$ cat src/shared/acr_pkg.sv
package acr_pkg;

	// bus geometry
	localparam int ACR_AW = 8;
	localparam int ACR_DW = 32;

	// register byte offsets
	localparam logic [ACR_AW-1:0] ACR_OFF_SELECT = 8'h00;
	localparam logic [ACR_AW-1:0] ACR_OFF_STATUS = 8'h04;
	localparam logic [ACR_AW-1:0] ACR_OFF_CAUSE = 8'h08;

	// select register: reset value and the digit that enables code output
	localparam logic [15:0] ACR_SELECT_RST = 16'h0000;
	localparam logic [3:0] ACR_SEL_CODE_ON = 4'h1;

	// bus responses
	localparam logic [1:0] ACR_RESP_OKAY = 2'h0;
	localparam logic [1:0] ACR_RESP_SLVERR = 2'h2;

	// status word field positions
	localparam int ACR_ST_LATCHED = 0;
	localparam int ACR_ST_WARN = 1;
	localparam int ACR_ST_ENABLE = 2;
	localparam int ACR_ST_FAULT = 3;
	localparam int ACR_ST_CODE = 4;
	localparam int ACR_ST_STOP = 8;
	localparam int ACR_ST_DETAIL = 12;
	localparam int ACR_ST_NUMBER = 16;
	localparam int ACR_ST_WNUM = 24;

	// alarm sources, index 0 has the highest priority
	localparam int ACR_NUM_ALM = 6;
	localparam logic [7:0] ACR_ALM_NUM [ACR_NUM_ALM] =
		'{8'h10, 8'h10, 8'h12, 8'h13, 8'h14, 8'h15};
	localparam logic [3:0] ACR_ALM_DET [ACR_NUM_ALM] =
		'{4'h1, 4'h2, 4'h0, 4'h0, 4'h0, 4'h0};
	localparam logic [2:0] ACR_ALM_CODE [ACR_NUM_ALM] =
		'{3'h2, 3'h2, 3'h0, 3'h0, 3'h0, 3'h0};
	localparam logic [ACR_NUM_ALM-1:0] ACR_ALM_SD = 6'h02;
	localparam logic [ACR_NUM_ALM-1:0] ACR_ALM_CLR = 6'h03;

	// stop sequence
	typedef enum logic [1:0] {
		ACR_STOP_RUN,
		ACR_STOP_DECEL,
		ACR_STOP_BRAKE
	} acr_stop_t;

	// axi4-lite master to slave
	typedef struct packed {
		logic awvalid;
		logic [ACR_AW-1:0] awaddr;
		logic wvalid;
		logic [ACR_DW-1:0] wdata;
		logic [3:0] wstrb;
		logic bready;
		logic arvalid;
		logic [ACR_AW-1:0] araddr;
		logic rready;
	} acr_axi_req_t;

	// axi4-lite slave to master
	typedef struct packed {
		logic awready;
		logic wready;
		logic bvalid;
		logic [1:0] bresp;
		logic arready;
		logic rvalid;
		logic [ACR_DW-1:0] rdata;
		logic [1:0] rresp;
	} acr_axi_rsp_t;

	// whole block state
	typedef struct packed {
		logic latched;
		logic [2:0] idx;
		logic [3:0] detail;
		acr_stop_t stop;
		logic [15:0] sel;
		logic fault;
		logic [2:0] code;
		logic warn_on;
		logic [7:0] disp_num;
		logic [3:0] disp_det;
		logic disp_alarm;
		logic aw_held;
		logic [ACR_AW-1:0] awaddr;
		logic w_held;
		logic [ACR_DW-1:0] wdata;
		logic [3:0] wstrb;
		logic bvalid;
		logic [1:0] bresp;
		logic rvalid;
		logic [ACR_DW-1:0] rdata;
		logic [1:0] rresp;
	} acr_state_t;

	localparam acr_state_t ACR_STATE_RST = '{
		stop: ACR_STOP_RUN,
		sel: ACR_SELECT_RST,
		fault: 1'b1,
		default: '0
	};

endpackage

$ cat src/hdl/acr_top.sv
`timescale 1ns/1ps
module acr_top
	import acr_pkg::*;
(
	input wire logic aclk,
	input wire logic aresetn,
	input wire acr_axi_req_t s_axi_req,
	output acr_axi_rsp_t s_axi_rsp,
	input wire logic [ACR_NUM_ALM-1:0] alarm_cause,
	input wire logic [3:0] fault_detail,
	input wire logic warn_cause,
	input wire logic [7:0] warn_number,
	input wire logic [3:0] warn_detail,
	input wire logic fault_clear_input,
	input wire logic panel_clear_button,
	input wire logic drive_enable_input,
	input wire logic decel_done,
	output logic fault_output,
	output logic code_bit0,
	output logic code_bit1,
	output logic code_bit2,
	output logic decel_then_brake_stop,
	output logic immediate_brake_stop,
	output logic [7:0] display_number,
	output logic [3:0] display_detail,
	output logic display_is_alarm,
	output logic display_is_warning
);

	acr_state_t s;
	acr_state_t next_s;
	logic [2:0] pick;
	logic any_cause;
	logic cause_gone;
	logic clear_req;
	logic clear_ok;
	logic aw_rdy;
	logic w_rdy;
	logic ar_rdy;
	logic [ACR_DW-1:0] status_word;
	logic [2:0] code_pins;

	// priority pick: lowest index among raised causes
	always_comb begin
		pick = 3'h0;
		for (int i = ACR_NUM_ALM - 1; i >= 0; i--) begin
			if (alarm_cause[i]) begin
				pick = 3'(i);
			end
		end
	end

	// clear qualification: cause gone, method allowed, request present
	assign any_cause = |alarm_cause;
	assign cause_gone = !alarm_cause[s.idx];
	assign clear_req = fault_clear_input || panel_clear_button;
	assign clear_ok = s.latched && cause_gone && ACR_ALM_CLR[s.idx]
		&& clear_req;

	// bus handshake readiness
	assign aw_rdy = !s.aw_held && !s.bvalid;
	assign w_rdy = !s.w_held && !s.bvalid;
	assign ar_rdy = !s.rvalid;

	// status word seen by software
	always_comb begin
		status_word = '0;
		status_word[ACR_ST_LATCHED] = s.latched;
		status_word[ACR_ST_WARN] = s.warn_on;
		status_word[ACR_ST_ENABLE] = drive_enable_input;
		status_word[ACR_ST_FAULT] = s.fault;
		status_word[ACR_ST_CODE +: 3] = s.code;
		status_word[ACR_ST_STOP +: 2] = s.stop;
		status_word[ACR_ST_DETAIL +: 4] = s.detail;
		status_word[ACR_ST_NUMBER +: 8] = ACR_ALM_NUM[s.idx];
		status_word[ACR_ST_WNUM +: 8] = warn_number;
	end

	// next state of the whole block
	always_comb begin
		next_s = s;
		// write address and data are taken independently
		if (s_axi_req.awvalid && aw_rdy) begin
			next_s.aw_held = 1'b1;
			next_s.awaddr = s_axi_req.awaddr;
		end
		if (s_axi_req.wvalid && w_rdy) begin
			next_s.w_held = 1'b1;
			next_s.wdata = s_axi_req.wdata;
			next_s.wstrb = s_axi_req.wstrb;
		end
		if (s.bvalid && s_axi_req.bready) begin
			next_s.bvalid = 1'b0;
		end
		// perform the write once both halves are held
		if (s.aw_held && s.w_held && !s.bvalid) begin
			next_s.aw_held = 1'b0;
			next_s.w_held = 1'b0;
			next_s.bvalid = 1'b1;
			next_s.bresp = ACR_RESP_OKAY;
			case ({s.awaddr[ACR_AW-1:2], 2'b00})
				ACR_OFF_SELECT: begin
					if (s.wstrb[0]) begin
						next_s.sel[7:0] = s.wdata[7:0];
					end
					if (s.wstrb[1]) begin
						next_s.sel[15:8] = s.wdata[15:8];
					end
				end
				ACR_OFF_STATUS, ACR_OFF_CAUSE: begin
					next_s.bresp = ACR_RESP_OKAY; // read only, write ignored
				end
				default: begin
					next_s.bresp = ACR_RESP_SLVERR;
				end
			endcase
		end
		// reads answer one cycle after the address is taken
		if (s.rvalid && s_axi_req.rready) begin
			next_s.rvalid = 1'b0;
		end
		if (s_axi_req.arvalid && ar_rdy) begin
			next_s.rvalid = 1'b1;
			next_s.rresp = ACR_RESP_OKAY;
			case ({s_axi_req.araddr[ACR_AW-1:2], 2'b00})
				ACR_OFF_SELECT: begin
					next_s.rdata = {16'h0000, s.sel};
				end
				ACR_OFF_STATUS: begin
					next_s.rdata = status_word;
				end
				ACR_OFF_CAUSE: begin
					next_s.rdata = {26'h0000000, alarm_cause};
				end
				default: begin
					next_s.rdata = '0;
					next_s.rresp = ACR_RESP_SLVERR;
				end
			endcase
		end
		// alarm latch and stop sequence
		if (clear_ok) begin
			next_s.latched = 1'b0;
			next_s.stop = ACR_STOP_RUN;
		end else if (!s.latched && any_cause) begin
			next_s.latched = 1'b1;
			next_s.idx = pick;
			next_s.detail = (ACR_ALM_DET[pick] != 4'h0) ?
				ACR_ALM_DET[pick] : fault_detail;
			if (ACR_ALM_SD[pick]) begin
				next_s.stop = ACR_STOP_DECEL;
			end else begin
				next_s.stop = ACR_STOP_BRAKE;
			end
		end else if (s.stop == ACR_STOP_DECEL && decel_done) begin
			next_s.stop = ACR_STOP_BRAKE;
		end
		// outputs follow the latch, held until clear
		next_s.fault = !next_s.latched;
		if (next_s.latched && next_s.sel[3:0] == ACR_SEL_CODE_ON) begin
			next_s.code = ACR_ALM_CODE[next_s.idx];
		end else begin
			next_s.code = 3'h0;
		end
		// warning tracks its cause directly
		next_s.warn_on = warn_cause;
		// display: alarm first, warning otherwise
		if (next_s.latched) begin
			next_s.disp_alarm = 1'b1;
			next_s.disp_num = ACR_ALM_NUM[next_s.idx];
			next_s.disp_det = next_s.detail;
		end else if (warn_cause) begin
			next_s.disp_alarm = 1'b0;
			next_s.disp_num = warn_number;
			next_s.disp_det = warn_detail;
		end else begin
			next_s.disp_alarm = 1'b0;
			next_s.disp_num = 8'h00;
			next_s.disp_det = 4'h0;
		end
	end

	// state register; reset stands for a power cycle
	always_ff @(posedge aclk) begin
		if (!aresetn) begin
			s <= ACR_STATE_RST;
		end else begin
			s <= next_s;
		end
	end

	// code pins, one output per bit
	for (genvar b = 0; b < 3; b++) begin : g_code
		assign code_pins[b] = s.code[b];
	end

	// block outputs
	assign code_bit0 = code_pins[0];
	assign code_bit1 = code_pins[1];
	assign code_bit2 = code_pins[2];
	assign fault_output = s.fault;
	assign decel_then_brake_stop = (s.stop == ACR_STOP_DECEL);
	assign immediate_brake_stop = (s.stop == ACR_STOP_BRAKE);
	assign display_number = s.disp_num;
	assign display_detail = s.disp_det;
	assign display_is_alarm = s.disp_alarm;
	assign display_is_warning = s.warn_on && !s.disp_alarm;

	// bus responses
	assign s_axi_rsp = '{
		awready: aw_rdy,
		wready: w_rdy,
		bvalid: s.bvalid,
		bresp: s.bresp,
		arready: ar_rdy,
		rvalid: s.rvalid,
		rdata: s.rdata,
		rresp: s.rresp
	};
endmodule // acr_top

$ cat config.mk
export PLATFORM = sky130hd
export DESIGN_NAME = acr_top
export DESIGN_NICKNAME = d
export VERILOG_FILES = /design/src/shared/acr_pkg.sv /design/src/hdl/acr_top.sv
export SDC_FILE = /design/constraint.sdc
export NUM_CORES = 1
export LEC_CHECK = 0
export BUFFER_PORTS_ARGS = -buffer_cell sky130_fd_sc_hd__buf_2
export CAP_MARGIN = 10
export CELL_PAD_IN_SITES_DETAIL_PLACEMENT = 0
export CELL_PAD_IN_SITES_GLOBAL_PLACEMENT = 2
export CORE_MARGIN = 2
export CORE_UTILIZATION = 26
export DETAILED_ROUTE_END_ITERATION = 10
export PLACE_DENSITY = 0.86
export SYNTH_ARGS = -nofsm -noshare
export SYNTH_HDL_FRONTEND = slang
export SYNTH_SLANG_ARGS = --single-unit
$ cat constraint.sdc
create_clock -name aclk -period 1.7 [get_ports aclk]
set_input_delay 0.255 -clock aclk [delete_from_list [all_inputs] [get_ports aclk]]
set_output_delay 0.255 -clock aclk [all_outputs]
set_load 0.05 [all_outputs]
==> Yosys cells after proc, flatten, opt, wreduce, memory -nomap -nowiden <==
Memory sizes are Yosys's and may differ from the RTL's. A register that Yosys moved wholly into a read port is not among the register bits.
Index checks and enable logic that the tools add are counted.
{ "word_totals": {"ff_bits": 107, "romBits": 200, "inputBits": 86, "output_inout_bits": 61, "elab_cells": 120, "memories": 6} }
{ "memory_table": {"columns": ["name", "words", "word_bits", "read_ports", "rd_clocked_by_memory_dff", "wr", "line", "text"], "rows": [
  ["(no name shown)", 8, 8, 1, 0, 0, "acr_top.sv:170", "next_s.disp_num = ACR_ALM_NUM[next_s.idx];"],
  ["(no name shown)", 8, 8, 1, 0, 0, "acr_top.sv:75", "status_word[ACR_ST_NUMBER +: 8] = ACR_ALM_NUM[s.idx];"],
  ["(no name shown)", 8, 4, 1, 0, 0, "acr_top.sv:149", "ACR_ALM_DET[pick] : fault_detail;"],
  ["(no name shown)", 8, 3, 1, 1, 0, "acr_top.sv:161", "next_s.code = ACR_ALM_CODE[next_s.idx];"],
  ["(no name shown)", 8, 1, 1, 0, 0, "acr_top.sv:150", "if (ACR_ALM_SD[pick]) begin"],
  ["(no name shown)", 8, 1, 1, 1, 0, "acr_top.sv:57", "assign clear_ok = s.latched && cause_gone && ACR_ALM_CLR[s.idx]"]
]} }
{ "classes": {"magnitude_cmp": 5, "eq_ne": 7, "muxes": 36, "n_bitwise": 4, "reduce_logical": 40} }
{ "ops": {"columns": ["cell", "count"], "rows": [
  ["$pmux W32 S3", 1],
  ["$mux W8", 5],
  ["$mux W35", 1],
  ["$mux W13", 2],
  ["$mux W3", 8],
  ["$mux W4", 6],
  ["$logic_and A1 B1 Y1", 16],
  ["$eq A6 B1 Y1 const B", 2],
  ["$eq A6 B2 Y1 const B", 2],
  ["$ge A4 B4 Y1 const B", 3],
  ["$logic_not A6 Y1", 2],
  ["$not A3 Y4", 3],
  ["$mux W2", 5],
  ["$logic_not A1 Y1", 9],
  ["$lt A3 B4 Y1 const B", 2],
  ["$mux W7", 1],
  ["$mux W1", 6],
  ["$reduce_and A3 Y1", 2],
  ["$reduce_bool A2 Y1", 3],
  ["$reduce_or A3 Y1", 2],
  ["$reduce_or A6 Y1", 1],
  ["$eq A4 B1 Y1 const B", 1],
  ["$reduce_bool A4 Y1", 1],
  ["$reduce_or A2 Y1", 2],
  ["other kinds (6)", 6]
]} }

==> Logic depth before layout (Yosys ltp) <==
Gate-level depths: netlist (run 1).
{ "depth": {"depth_word": 19, "depth_mapped": 7, "ltp_nobuf": 5} }

==> Least setup slack after synthesis (run 1) <==
No wires, ideal clock.
{ "synth_path": {"kind": "register -> register", "from": "register s[127] (netlist name)", "to": "register s (netlist bit display_number[2])", "setup_time_ns": 0.133, "t_arrival_ns": 1.763, "required_time_ns": 1.567, "path_slack_ns": -0.196, "stages_incl_launch_ff": 7, "n_path_buf": 2, "period_less_slack_ns": 1.896, "cell_sequence": "dfxtp_1 > clkbuf_1 > o211ai_1 > o31ai_1 > or2b_1 > buf_2 > a22oi_1"} }
{ "synth_between": {"elab_chain_len": 9, "elab_cells_between_ends": 13, "classes_between": "6 x mux; 1 x bitwise; 5 x reduce/logical; 1 x memory"} }
{ "synth_rtl": {"columns": ["item", "line", "text"], "rows": [
  ["start: declaration", "acr_top.sv:30", "acr_state_t s;"],
  ["start signal: assignment", "acr_top.sv:188", "s <= next_s;"],
  ["$logic_not A1 Y1 or $logic_and A1 B1 Y1 (tied branches)", "acr_top.sv:145, acr_top.sv:57", null],
  ["$logic_and A1 B1 Y1 (on tied branches)", "acr_top.sv:145, acr_top.sv:57", null],
  ["$mux W8 or $logic_and A1 B1 Y1 (tied branches)", "acr_top.sv:145, acr_top.sv:58", null],
  ["$mux W7", "acr_top.sv:142", "if (clear_ok) begin"],
  ["$not A3 Y4 (implied by the code)", "acr_top.sv:170", null],
  ["$mem_v2 Z8 W8", null, null],
  ["$mux W8 (implied by the code) (2 in series)", "acr_top.sv:170", null],
  ["$mux W13 *", "acr_top.sv:168", "if (next_s.latched) begin"]
]} }
Mark *: on every way between the ends. The rest lies on a longest branch, timed or not. The select of a mux whose other input is x is not followed.
A chain may end at the register's enable or synchronous reset.

==> Worst setup path after layout (run 1) <==
{ "layout_path": {"from": "register s[81] (netlist name)", "to": "register s[109] (netlist name)"} }
{ "layout_between": {"elab_chain_len": 2} }
{ "layout_rtl": {"columns": ["item", "line", "text"], "rows": [
  ["$logic_not A6 Y1", "acr_top.sv:101", "case ({s.awaddr[ACR_AW-1:2], 2'b00})"],
  ["$reduce_and A3 Y1 (no line)", null, null]
]} }
No other way between the ends.

==> flow_summary.json, run 1 <==
{
  "ys_seq_area_share_pct": 46.1,
  "status": "finished clean",
  "multiInputGateArea_um2": 1870,
  "synth_cell_types": 52,
  "grt_first_pass_wirelength_mm": 19.1,
  "power.internal_mw": 3.92,
  "end_kind": "register",
  "fill_cells": 1790,
  "cap_violations": 0,
  "critPathMaxFanout": 8,
  "routed_wl_mm": 11.9,
  "core_um2": 16500,
  "min_period_over_period_pct": 98.5,
  "dp_hpwl_mm": 9.24,
  "drt_iter0_markers": 186,
  "cts-htree-levels": 3,
  "critPathLaunchType": "register",
  "place_congestion": 0.786,
  "n_antenna_cell": 0,
  "netSwitchingPower_mw": 1.55,
  "cp.required_ns": 1.92,
  "postSynthCellCount": 511,
  "wl_per_cell_um": 14.5,
  "synth-edff-count": 0,
  "area_growth_pct": 23.6,
  "num_vias": 3634,
  "utilization_pct": 32.6,
  "rrSetupSlack_ns": 0.02,
  "tightest_slew_ns": 0.604,
  "setup_viol_count_final": 0,
  "p_comb_share_pct": 16.7,
  "hold_viol": 0,
  "synth-main-ff-cell": "dfxtp_1",
  "nNetsFinal": 681,
  "fin_skew_ns": 0.00862,
  "clk_latency_ns": 0.35,
  "die_w_um": 133,
  "yosys.area.top_type": "dfxtp_1",
  "synth.area.top_cells": "dfxtp_1 (46%), buf_4 (9.7%), nand2_1 (6.0%), a21oi_1 (6.0%), nor2_1 (4.8%)",
  "max_clock_freq_ghz": 0.597,
  "cts.sinks": 100,
  "cts_tree": "yes",
  "vdd_drop_max_uv": 495,
  "p_sw_share_pct": 28.3,
  "cts_root_buffer": "clkbuf_16",
  "criticalPathCategory": "reg2reg",
  "register_area_um2": 2010,
  "die_y_um": 133,
  "min_path_type": "in2reg",
  "maxSlewViolCount": 0,
  "synth_top_cell_area_share_pct": 46.1,
  "start_util_pct": 26.4,
  "post-route-drc-count": 0,
  "final.setup.tns_ns": 0,
  "pin_count": 147,
  "p_seq_share_pct": 46.3,
  "max_slew_margin_pct": 59.6,
  "postCtsSetupRepairBufs": 0,
  "syn-cell-area_um2": 4340,
  "power_density_nw_per_um2": 1020,
  "port_buffers": 116,
  "grt_overflow": 0,
  "synth_seq_cells": 100,
  "antenna_found_initial": 0,
  "clkTransAtPathRegs_ns": 0.06,
  "syn_avg_cell_area_um2": 8.50,
  "drive_gt1_share_pct": 33.2,
  "grtUsageTotal_pct": 13.7,
  "place_ws_ns": -0.211,
  "yosysWarningCount": 0,
  "first_pass_iters": 4,
  "ant_nets": 0,
  "cellLeakagePower_nw": 2.31,
  "rsz0062_at_grt": "yes",
  "clock_tree.buffer_depth": 2,
  "clockPowerShare_pct": 37.0,
  "grt_pass1_vias": 3604,
  "die_area_um2": 17800,
  "grt_start_max_net_pins": 37,
  "via_per_inst": 4.43,
  "layout_setup_ws_ns": 0.0249,
  "finalCriticalPeriod_ns": 1.68,
  "worstPathArrival_ns": 1.89,
  "cts_made_buffers": 9,
  "row_count": 47,
  "synthArstFlopShare_pct": 0
}
## per-stage QoR
step / area, um^2 / power [mW] / hold slack, ns / cells
after CTS: 5320 / 5.54 / 0.0775 / 820
final: 5370 / 5.47 / 0.0947 / 820
after detailed placement: 4980 / 3.48 / 0.447 / 804
after global routing: 5370 / 5.76 / 0.0824 / 820
after floorplan: 4380 / 3.24 / 0.317 / 518
after global placement: 4980 / 3.47 / 0.441 / 804
## sequential cells by signal, summed over array words and instances, names as in the netlist, named ones only
name,cells
s,53
fault_output,1
code_pins,1
display_number,8
s_axi_rsp,32
display_detail,4
## power groups by stage
stage               Combinational (mW)  Sequential, mW  Clock (mW)
CTS                              0.908            2.53        2.10
floorplan                        0.674            2.56           0
detailed placement               0.897            2.58           0
global placement                 0.889            2.58           0
global route                     0.997            2.55        2.21
finish                           0.913            2.53        2.02
## cells by family (layout without fill, tap and decap cells)
kind of cell           after synthesis  after routing  share of synthesized area, %
AND/OR/NAND/NOR                    201            201                          21.6
flip-flops                         100            100                          46.1
AO/OA/AOI/OAI                       97             97                          14.1
buffers and inverters               91            173                          13.1
multiplexers                        21             21                          4.98
other                                1              8                        0.0863
## per-layer routing
metal  up-vias  routed length (um)  GRT usage [%]
met5         -                   0              0
met4         0                 133           3.90
met1      1665                5340           17.5
li1       1855                   -              -
met2       104                5590           22.7
met3        10                 787           4.00
## synth_stat cells, drive strengths merged (5+ instances only)
cell type and instances:
nand3 20, a21oi 53, a221oi 6, nor3 19, buf 64, nor2 56, and2 7, mux2 5
clkbuf 20, mux2i 16, nor2b 7, inv 6, nand2 71, dfxtp 100, a22oi 15
## final timing paths
check / startpoint / end / cells past startpoint
worst max-delay path: s[81] / s[109] / 7
worst min-delay path: s_axi_req[0] / s_axi_rsp[34] / 2
worst max register to register: s[81] / s[109] / 7
worst min register to register: s[107] / s[107] / 2
## cell type report
cell class	instances	area share [%]
flip-flops and latches	100	37.4
multi-input cells	327	34.9
repair buffers	150	16.5
clock buffers	13	5.22
well taps	220	5.13
inverters	7	0.490
clock inverters	3	0.350
## critical path, cell delays in order, from the launching register on
cell and delay (ns):
dfxtp_2 0.32, or4_4 0.55, nor4_4 0.16, buf_6 0.16, nand2_4 0.09, buf_4 0.15, nand2_1 0.06, a21oi_1 0.06
## cells in the final DEF, fill, tap and decap left out, types with 3 or more instances in the layout
cell type | netlist | final
dfxtp_1 | 100 | 96
buf_6 | 2 | 3
nand2b_1 | 3 | 3
clkbuf_16 | 0 | 9
nand3_1 | 20 | 20
mux2i_1 | 16 | 14
buf_4 | 56 | 28
inv_1 | 6 | 6
and2_1 | 7 | 7
nand2_1 | 70 | 68
buf_2 | 3 | 116
nor2b_1 | 6 | 5
a22oi_1 | 15 | 15
nor2_1 | 55 | 55
a221oi_1 | 6 | 6
clkbuf_8 | 0 | 4
nor3_1 | 19 | 18
mux2_2 | 5 | 5
a21oi_1 | 52 | 51
buf_12 | 0 | 3
dfxtp_2 | 0 | 3
or2_2 | 3 | 3
a211oi_1 | 3 | 3
conb_1 | 1 | 8
## repair_timing
item / CTS / global route
gates cloned: 0 / 0
gates resized for setup: 8 / 12
setup endpoints to repair: 20 / 28
hold buffers: 0 / 0
pin swaps: 1 / 1
Power figures use the tool's default switching activity.
==> inputs of run 2 (changes only) <==
- ABC_AREA: unset -> 1
- CORE_UTILIZATION: 26 -> 25
==> run 2 against run 1 <==
  * Count of clock-buffer cells in the layout is 3 lower
  * Final cell count is 12% higher
  * Area after synthesis is 3.9% higher
  * Synthesized cell count is 20% higher
  * Clock power is 9% higher
  * Global-route usage is 1.7 points lower
  * Register-to-register slack better by 0.24 ns
  * Die area is 7.9% higher
  * Critical path depth stayed put
  * Critical endpoint is now display_detail[2]
==> flow_summary.json, run 2 <==
{
  "cts_tree": "yes",
  "drive_gt1_share_pct": 26.6,
  "clock_tree.buffer_depth": 2,
  "finalCriticalPeriod_ns": 1.43,
  "layout_setup_ws_ns": 0.269,
  "ant_nets": 0,
  "fin_skew_ns": 0.0113,
  "yosys.area.top_type": "dfxtp_1",
  "hold_buffers": 0,
  "worstPathArrival_ns": 1.73,
  "grt_overflow": 0,
  "area_growth_pct": 17.1,
  "min_path_type": "in2reg",
  "status": "finished clean",
  "clkTransAtPathRegs_ns": 0.07,
  "cts_made_buffers": 9,
  "r2r_cells": 7,
  "rsz0062_at_grt": "no",
  "cp_cell_sequence": "inv_2 -> nand2_2 -> buf_4 -> a21oi_1 -> nor2_2 -> nand2_1 -> nand2_1",
  "cts_root_buffer": "clkbuf_16",
  "netlist_top_cells_count": "nand2_1 (129), dfxtp_1 (100), nor2_1 (92)",
  "place_ws_ns": 0.186,
  "clk_latency_ns": 0.35,
  "nNetsFinal": 770,
  "critical_path_depth": 7,
  "synth-main-ff-cell": "dfxtp_1",
  "final_cell_mix": "nand2_1 (129), buf_2 (116), dfxtp_1 (100)",
  "ys_seq_area_share_pct": 44.3,
  "postSynthCellCount": 614,
  "pin_count": 147,
  "vdd_drop_max_uv": 442,
  "syn-cell-area_um2": 4520,
  "critPathMaxFanout": 9,
  "cp.required_ns": 2.00,
  "cap_violations": 0,
  "synth_top_cell_area_share_pct": 44.3,
  "grtUsageTotal_pct": 12.1,
  "cts-htree-levels": 3,
  "die_y_um": 138,
  "port_buffers": 116,
  "largest_reg_flops": 53,
  "min_path_cells": 2,
  "synth_cell_types": 32,
  "cts.sinks": 100,
  "postCtsSetupRepairBufs": 0,
  "synth.area.top_cells": "dfxtp_1 (44%), nand2_1 (11%), buf_4 (9.3%), nor2_1 (7.6%), a21oi_1 (5.3%)",
  "cpMaxStageDelayCell": "dfxtp_1",
  "min_period_over_period_pct": 84.2,
  "synthArstFlopShare_pct": 0,
  "place_congestion": 0.787,
  "grt_start_max_net_pins": 27,
  "n_antenna_cell": 0,
  "setup_viol_count_final": 0,
  "maxSlewViolCount": 0,
  "drt_iter0_markers": 160,
  "crit_buf_inv": 2,
  "final_common_cell": "nand2_1",
  "num_vias": 3717,
  "syn_avg_cell_area_um2": 7.35,
  "first_pass_iters": 4,
  "critPathLaunchType": "register",
  "row_count": 49,
  "grt_first_pass_wirelength_mm": 18.4,
  "cp_top_family": "simple AND/OR/NAND/NOR gates",
  "final.setup.tns_ns": 0,
  "regMostFlops": "s",
  "yosysMostFrequentCell": "nand2_1",
  "cp_common_cell": "nand2_1",
  "grt_pass1_vias": 3511,
  "post_cts_resized": 0,
  "routed_wl_mm": 11.6,
  "yosysWarningCount": 0,
  "synth_seq_cells": 100,
  "die_area_um2": 19200,
  "post-route-drc-count": 0,
  "core_um2": 17800,
  "synth-edff-count": 0,
  "crit_path_max_incr_delay_ns": 0.48,
  "power_density_nw_per_um2": 1060,
  "dp_hpwl_mm": 8.93,
  "start_util_pct": 25.3,
  "via_per_inst": 4.05,
  "die_w_um": 138,
  "cellLeakagePower_nw": 2.45,
  "hold_viol": 0,
  "end_kind": "register",
  "criticalPathCategory": "reg2reg",
  "antenna_found_initial": 0,
  "max_clock_freq_ghz": 0.699,
  "wl_per_cell_um": 12.6
}
run 2: cell count changes in the layout (fill, tap and decap cells not counted), sizes merged, moves of 5 or more:
cell,before,now
nor3,19,0
a22oi,15,0
mux2i,16,0
nand2,71,139
and2,7,0
nor2b,7,0
mux2,5,0
a221oi,6,0
o21ai,2,63
buf,150,125
nor2,56,104
inv,7,63
run 2: stage by stage:
stage,cell area (um^2),hold WS [ns],utilization [%],std cells,power (mW)
after floorplan,4540,0.347,-,621,3.26
after global placement,4970,0.442,27.9,902,3.45
after detailed placement,4970,0.448,27.9,902,3.45
after CTS,5290,0.0762,29.6,918,5.67
after global routing,5290,0.0727,29.6,918,5.86
final,5290,0.0831,29.6,918,5.58
run 2: final timing paths:
check                                   start                end  slack, ns
worst min-delay path            s_axi_req[10]      s_axi_rsp[38]       0.08
worst max register to register         s[127]  display_detail[2]       0.27
worst max-delay path                   s[127]  display_detail[2]       0.27
worst min register to register          s[44]              s[44]       0.45
run 2: final cells by class:
class | count | area [um^2]
clock inverters | 6 | 76.3
inverters | 59 | 224
fillers | 1988 | 12600
clock buffers | 10 | 239
repair buffers | 125 | 648
flip-flops and latches | 100 | 2000
multi-input cells | 389 | 1810
well taps | 229 | 287
run 2: routing by layer:
metal,global-route usage (%),vias to the layer above,routed length [um]
met1,15.9,1633,5600
met4,3.65,0,150
met3,3.57,9,502
met2,19.3,70,5320
met5,0,-,0
li1,-,2005,-
run 2: cell families (layout without fill, tap and decap cells):
| family | after synthesis | count (layout) | synth area share [%] |
|---|---|---|---|
| DFF | 100 | 100 | 44.3 |
| other | 1 | 8 | 0.0830 |
| buffers and inverters | 132 | 200 | 16.2 |
| and+or+nand+nor | 263 | 263 | 25.7 |
| AOI/OAI and AO/OA | 118 | 118 | 13.8 |
run 2: power by group:
part	switching, mW	internal [mW]	total (mW)	leakage [nW]
Clock	0.981	1.21	2.20	0.156
Sequential	0.0625	2.46	2.53	0.818
Combinational	0.617	0.239	0.856	1.48
Total	1.66	3.92	5.58	2.45
==> inputs of run 3 (changes only) <==
- ABC_AREA: 1 -> 0
- CORE_UTILIZATION: 25 -> 28
- PLACE_DENSITY: 0.86 -> 0.87
- clock period: 1.7 -> 1.4 ns (I/O delays scaled with it)
==> run 3 against run 2 <==
  * The run now ends with setup timing left
  * Critical path depth unchanged
  * Wire length increased by 6.9%
  * Register-to-register slack got worse by 0.53 ns
  * Power increased by 22%
==> flow_summary.json, run 3 (synthesis results as in run 1) <==
{
  "status": "complete, but fails checks",
  "failed_checks": "setup timing",
  "die_w_um": 129,
  "multiInputGateArea_um2": 2080,
  "via_per_inst": 4.62,
  "crit_path_max_incr_delay_ns": 0.55,
  "cp_common_cell": "buf_6",
  "final_cell_mix": "buf_2 (111), dfxtp_1 (94), nand2_1 (67)",
  "grt_first_pass_wirelength_mm": 19.3,
  "routed_wl_mm": 12.4,
  "whs_ns": 0.0511,
  "area_growth_pct": 32.9,
  "finalCriticalPeriod_ns": 1.67,
  "clk_latency_ns": 0.34,
  "post-route-drc-count": 0,
  "grtUsageTotal_pct": 15.0,
  "largest_reg_flops": 53,
  "row_count": 45,
  "end_kind": "register",
  "die_area_um2": 16500,
  "grt_start_max_net_pins": 52,
  "register_area_um2": 2010,
  "clock_tree.buffer_depth": 2,
  "place_ws_ns": -0.416,
  "hold_viol": 0,
  "antenna_found_initial": 1,
  "place_congestion": 0.841,
  "port_buffers": 116,
  "cts-htree-levels": 3,
  "pin_count": 147,
  "cellLeakagePower_nw": 2.49,
  "drt_iter0_markers": 135,
  "cp_cell_sequence": "or4_4 -> nor4_4 -> buf_6 -> nand2_4 -> buf_6 -> nand2_1 -> a21oi_1",
  "worstPathArrival_ns": 1.89,
  "critPathLaunchType": "register",
  "die_y_um": 129,
  "start_util_pct": 28.6,
  "rsz0062_at_grt": "yes",
  "cts_root_buffer": "clkbuf_16",
  "max_clock_freq_ghz": 0.600,
  "first_pass_iters": 4,
  "fin_skew_ns": 0.00893,
  "drive_gt1_share_pct": 40.5,
  "cts_tree": "yes",
  "grt_overflow": 0,
  "grt_pass1_vias": 3742,
  "cp.required_ns": 1.62,
  "cpMaxStageDelayCell": "or4_4",
  "criticalPathCategory": "reg2reg",
  "regMostFlops": "s",
  "wl_per_cell_um": 15.3,
  "fill_cells": 1559,
  "maxSlewViolCount": 0,
  "num_vias": 3748,
  "cap_violations": 0,
  "final.setup.tns_ns": -6.26,
  "cts_made_buffers": 9,
  "power_density_nw_per_um2": 1180,
  "layout_setup_ws_ns": -0.266,
  "clkTransAtPathRegs_ns": 0.07,
  "min_path_type": "in2reg",
  "hold_buffers": 0,
  "ant_nets": 0,
  "core_um2": 15200,
  "vdd_drop_max_uv": 652,
  "dp_hpwl_mm": 9.17,
  "setup_viol_count_final": 31,
  "critPathMaxFanout": 8,
  "utilization_pct": 38.0,
  "min_period_over_period_pct": 119,
  "final_common_cell": "buf_2",
  "nNetsFinal": 704,
  "cts.sinks": 100
}
## run 3: cell count changes in the layout (fill, tap and decap cells not counted), sizes merged, moves of 19 or more
cell,before,now
buf,125,170
inv,63,8
nand2,139,71
nor2,104,56
nor3,0,19
o21ai,63,2
## run 3: worst paths after layout
check | startpoint | endpoint | slack, ns | cells past startpoint
worst max-delay path | s[82] | s[107] | -0.27 | 7
worst min-delay path | s_axi_req[0] | s_axi_rsp[34] | 0.05 | 2
worst max register to register | s[82] | s[107] | -0.27 | 7
worst min register to register | s[49] | s[49] | 0.46 | 2
## run 3: through the flow
stage	instances	cell area, um^2	power (mW)
after floorplan	518	4510	3.96
after global placement	785	5170	4.29
after detailed placement	785	5170	4.31
after CTS	809	5680	6.84
after global routing	810	5770	7.10
final	811	5780	6.81
## run 3: per-layer routing
metal  vias to the layer above  share of wire [%]  GRT usage, %
met5                         -                  0             0
met4                         0                1.6          5.56
met3                        12                5.1          3.87
met2                        88                 48          25.0
met1                      1749                 45          18.8
li1                       1899                  -             -
## run 3: final cells by class
class / instances / area share (%)
multi-input combinational: 328 / 36.0
sequential: 100 / 34.9
clock buffer: 13 / 4.70
inverter: 7 / 0.455
tap: 188 / 4.07
clock inverter: 2 / 0.282
timing repair buffer: 172 / 19.6
antenna: 1 / 0.0433
## run 3: repair_timing
item                       CTS  global route
gates cloned                 3             1
resized for setup           36            26
buffers inserted             6             6
pin swaps                    7             9
setup endpoints to repair   34            39
## run 3: where the power goes
part           switching, mW  internal, mW  leakage (nW)  total [mW]
sequential             0.107          2.98         0.818        3.08
clock                   1.06          1.36         0.137        2.42
combinational          0.789         0.521          1.53        1.31
total                   1.95          4.86          2.49        6.81
## run 3: worst max-delay path, delay by kind of cell, from the launching register on
| kind | cells | cell delay (ns) |
|---|---|---|
| flip-flops | 1 | 0.32 |
| AND/OR/NAND/NOR | 4 | 0.86 |
| buffers and inverters | 2 | 0.31 |
| AO/OA/AOI/OAI | 1 | 0.06 |
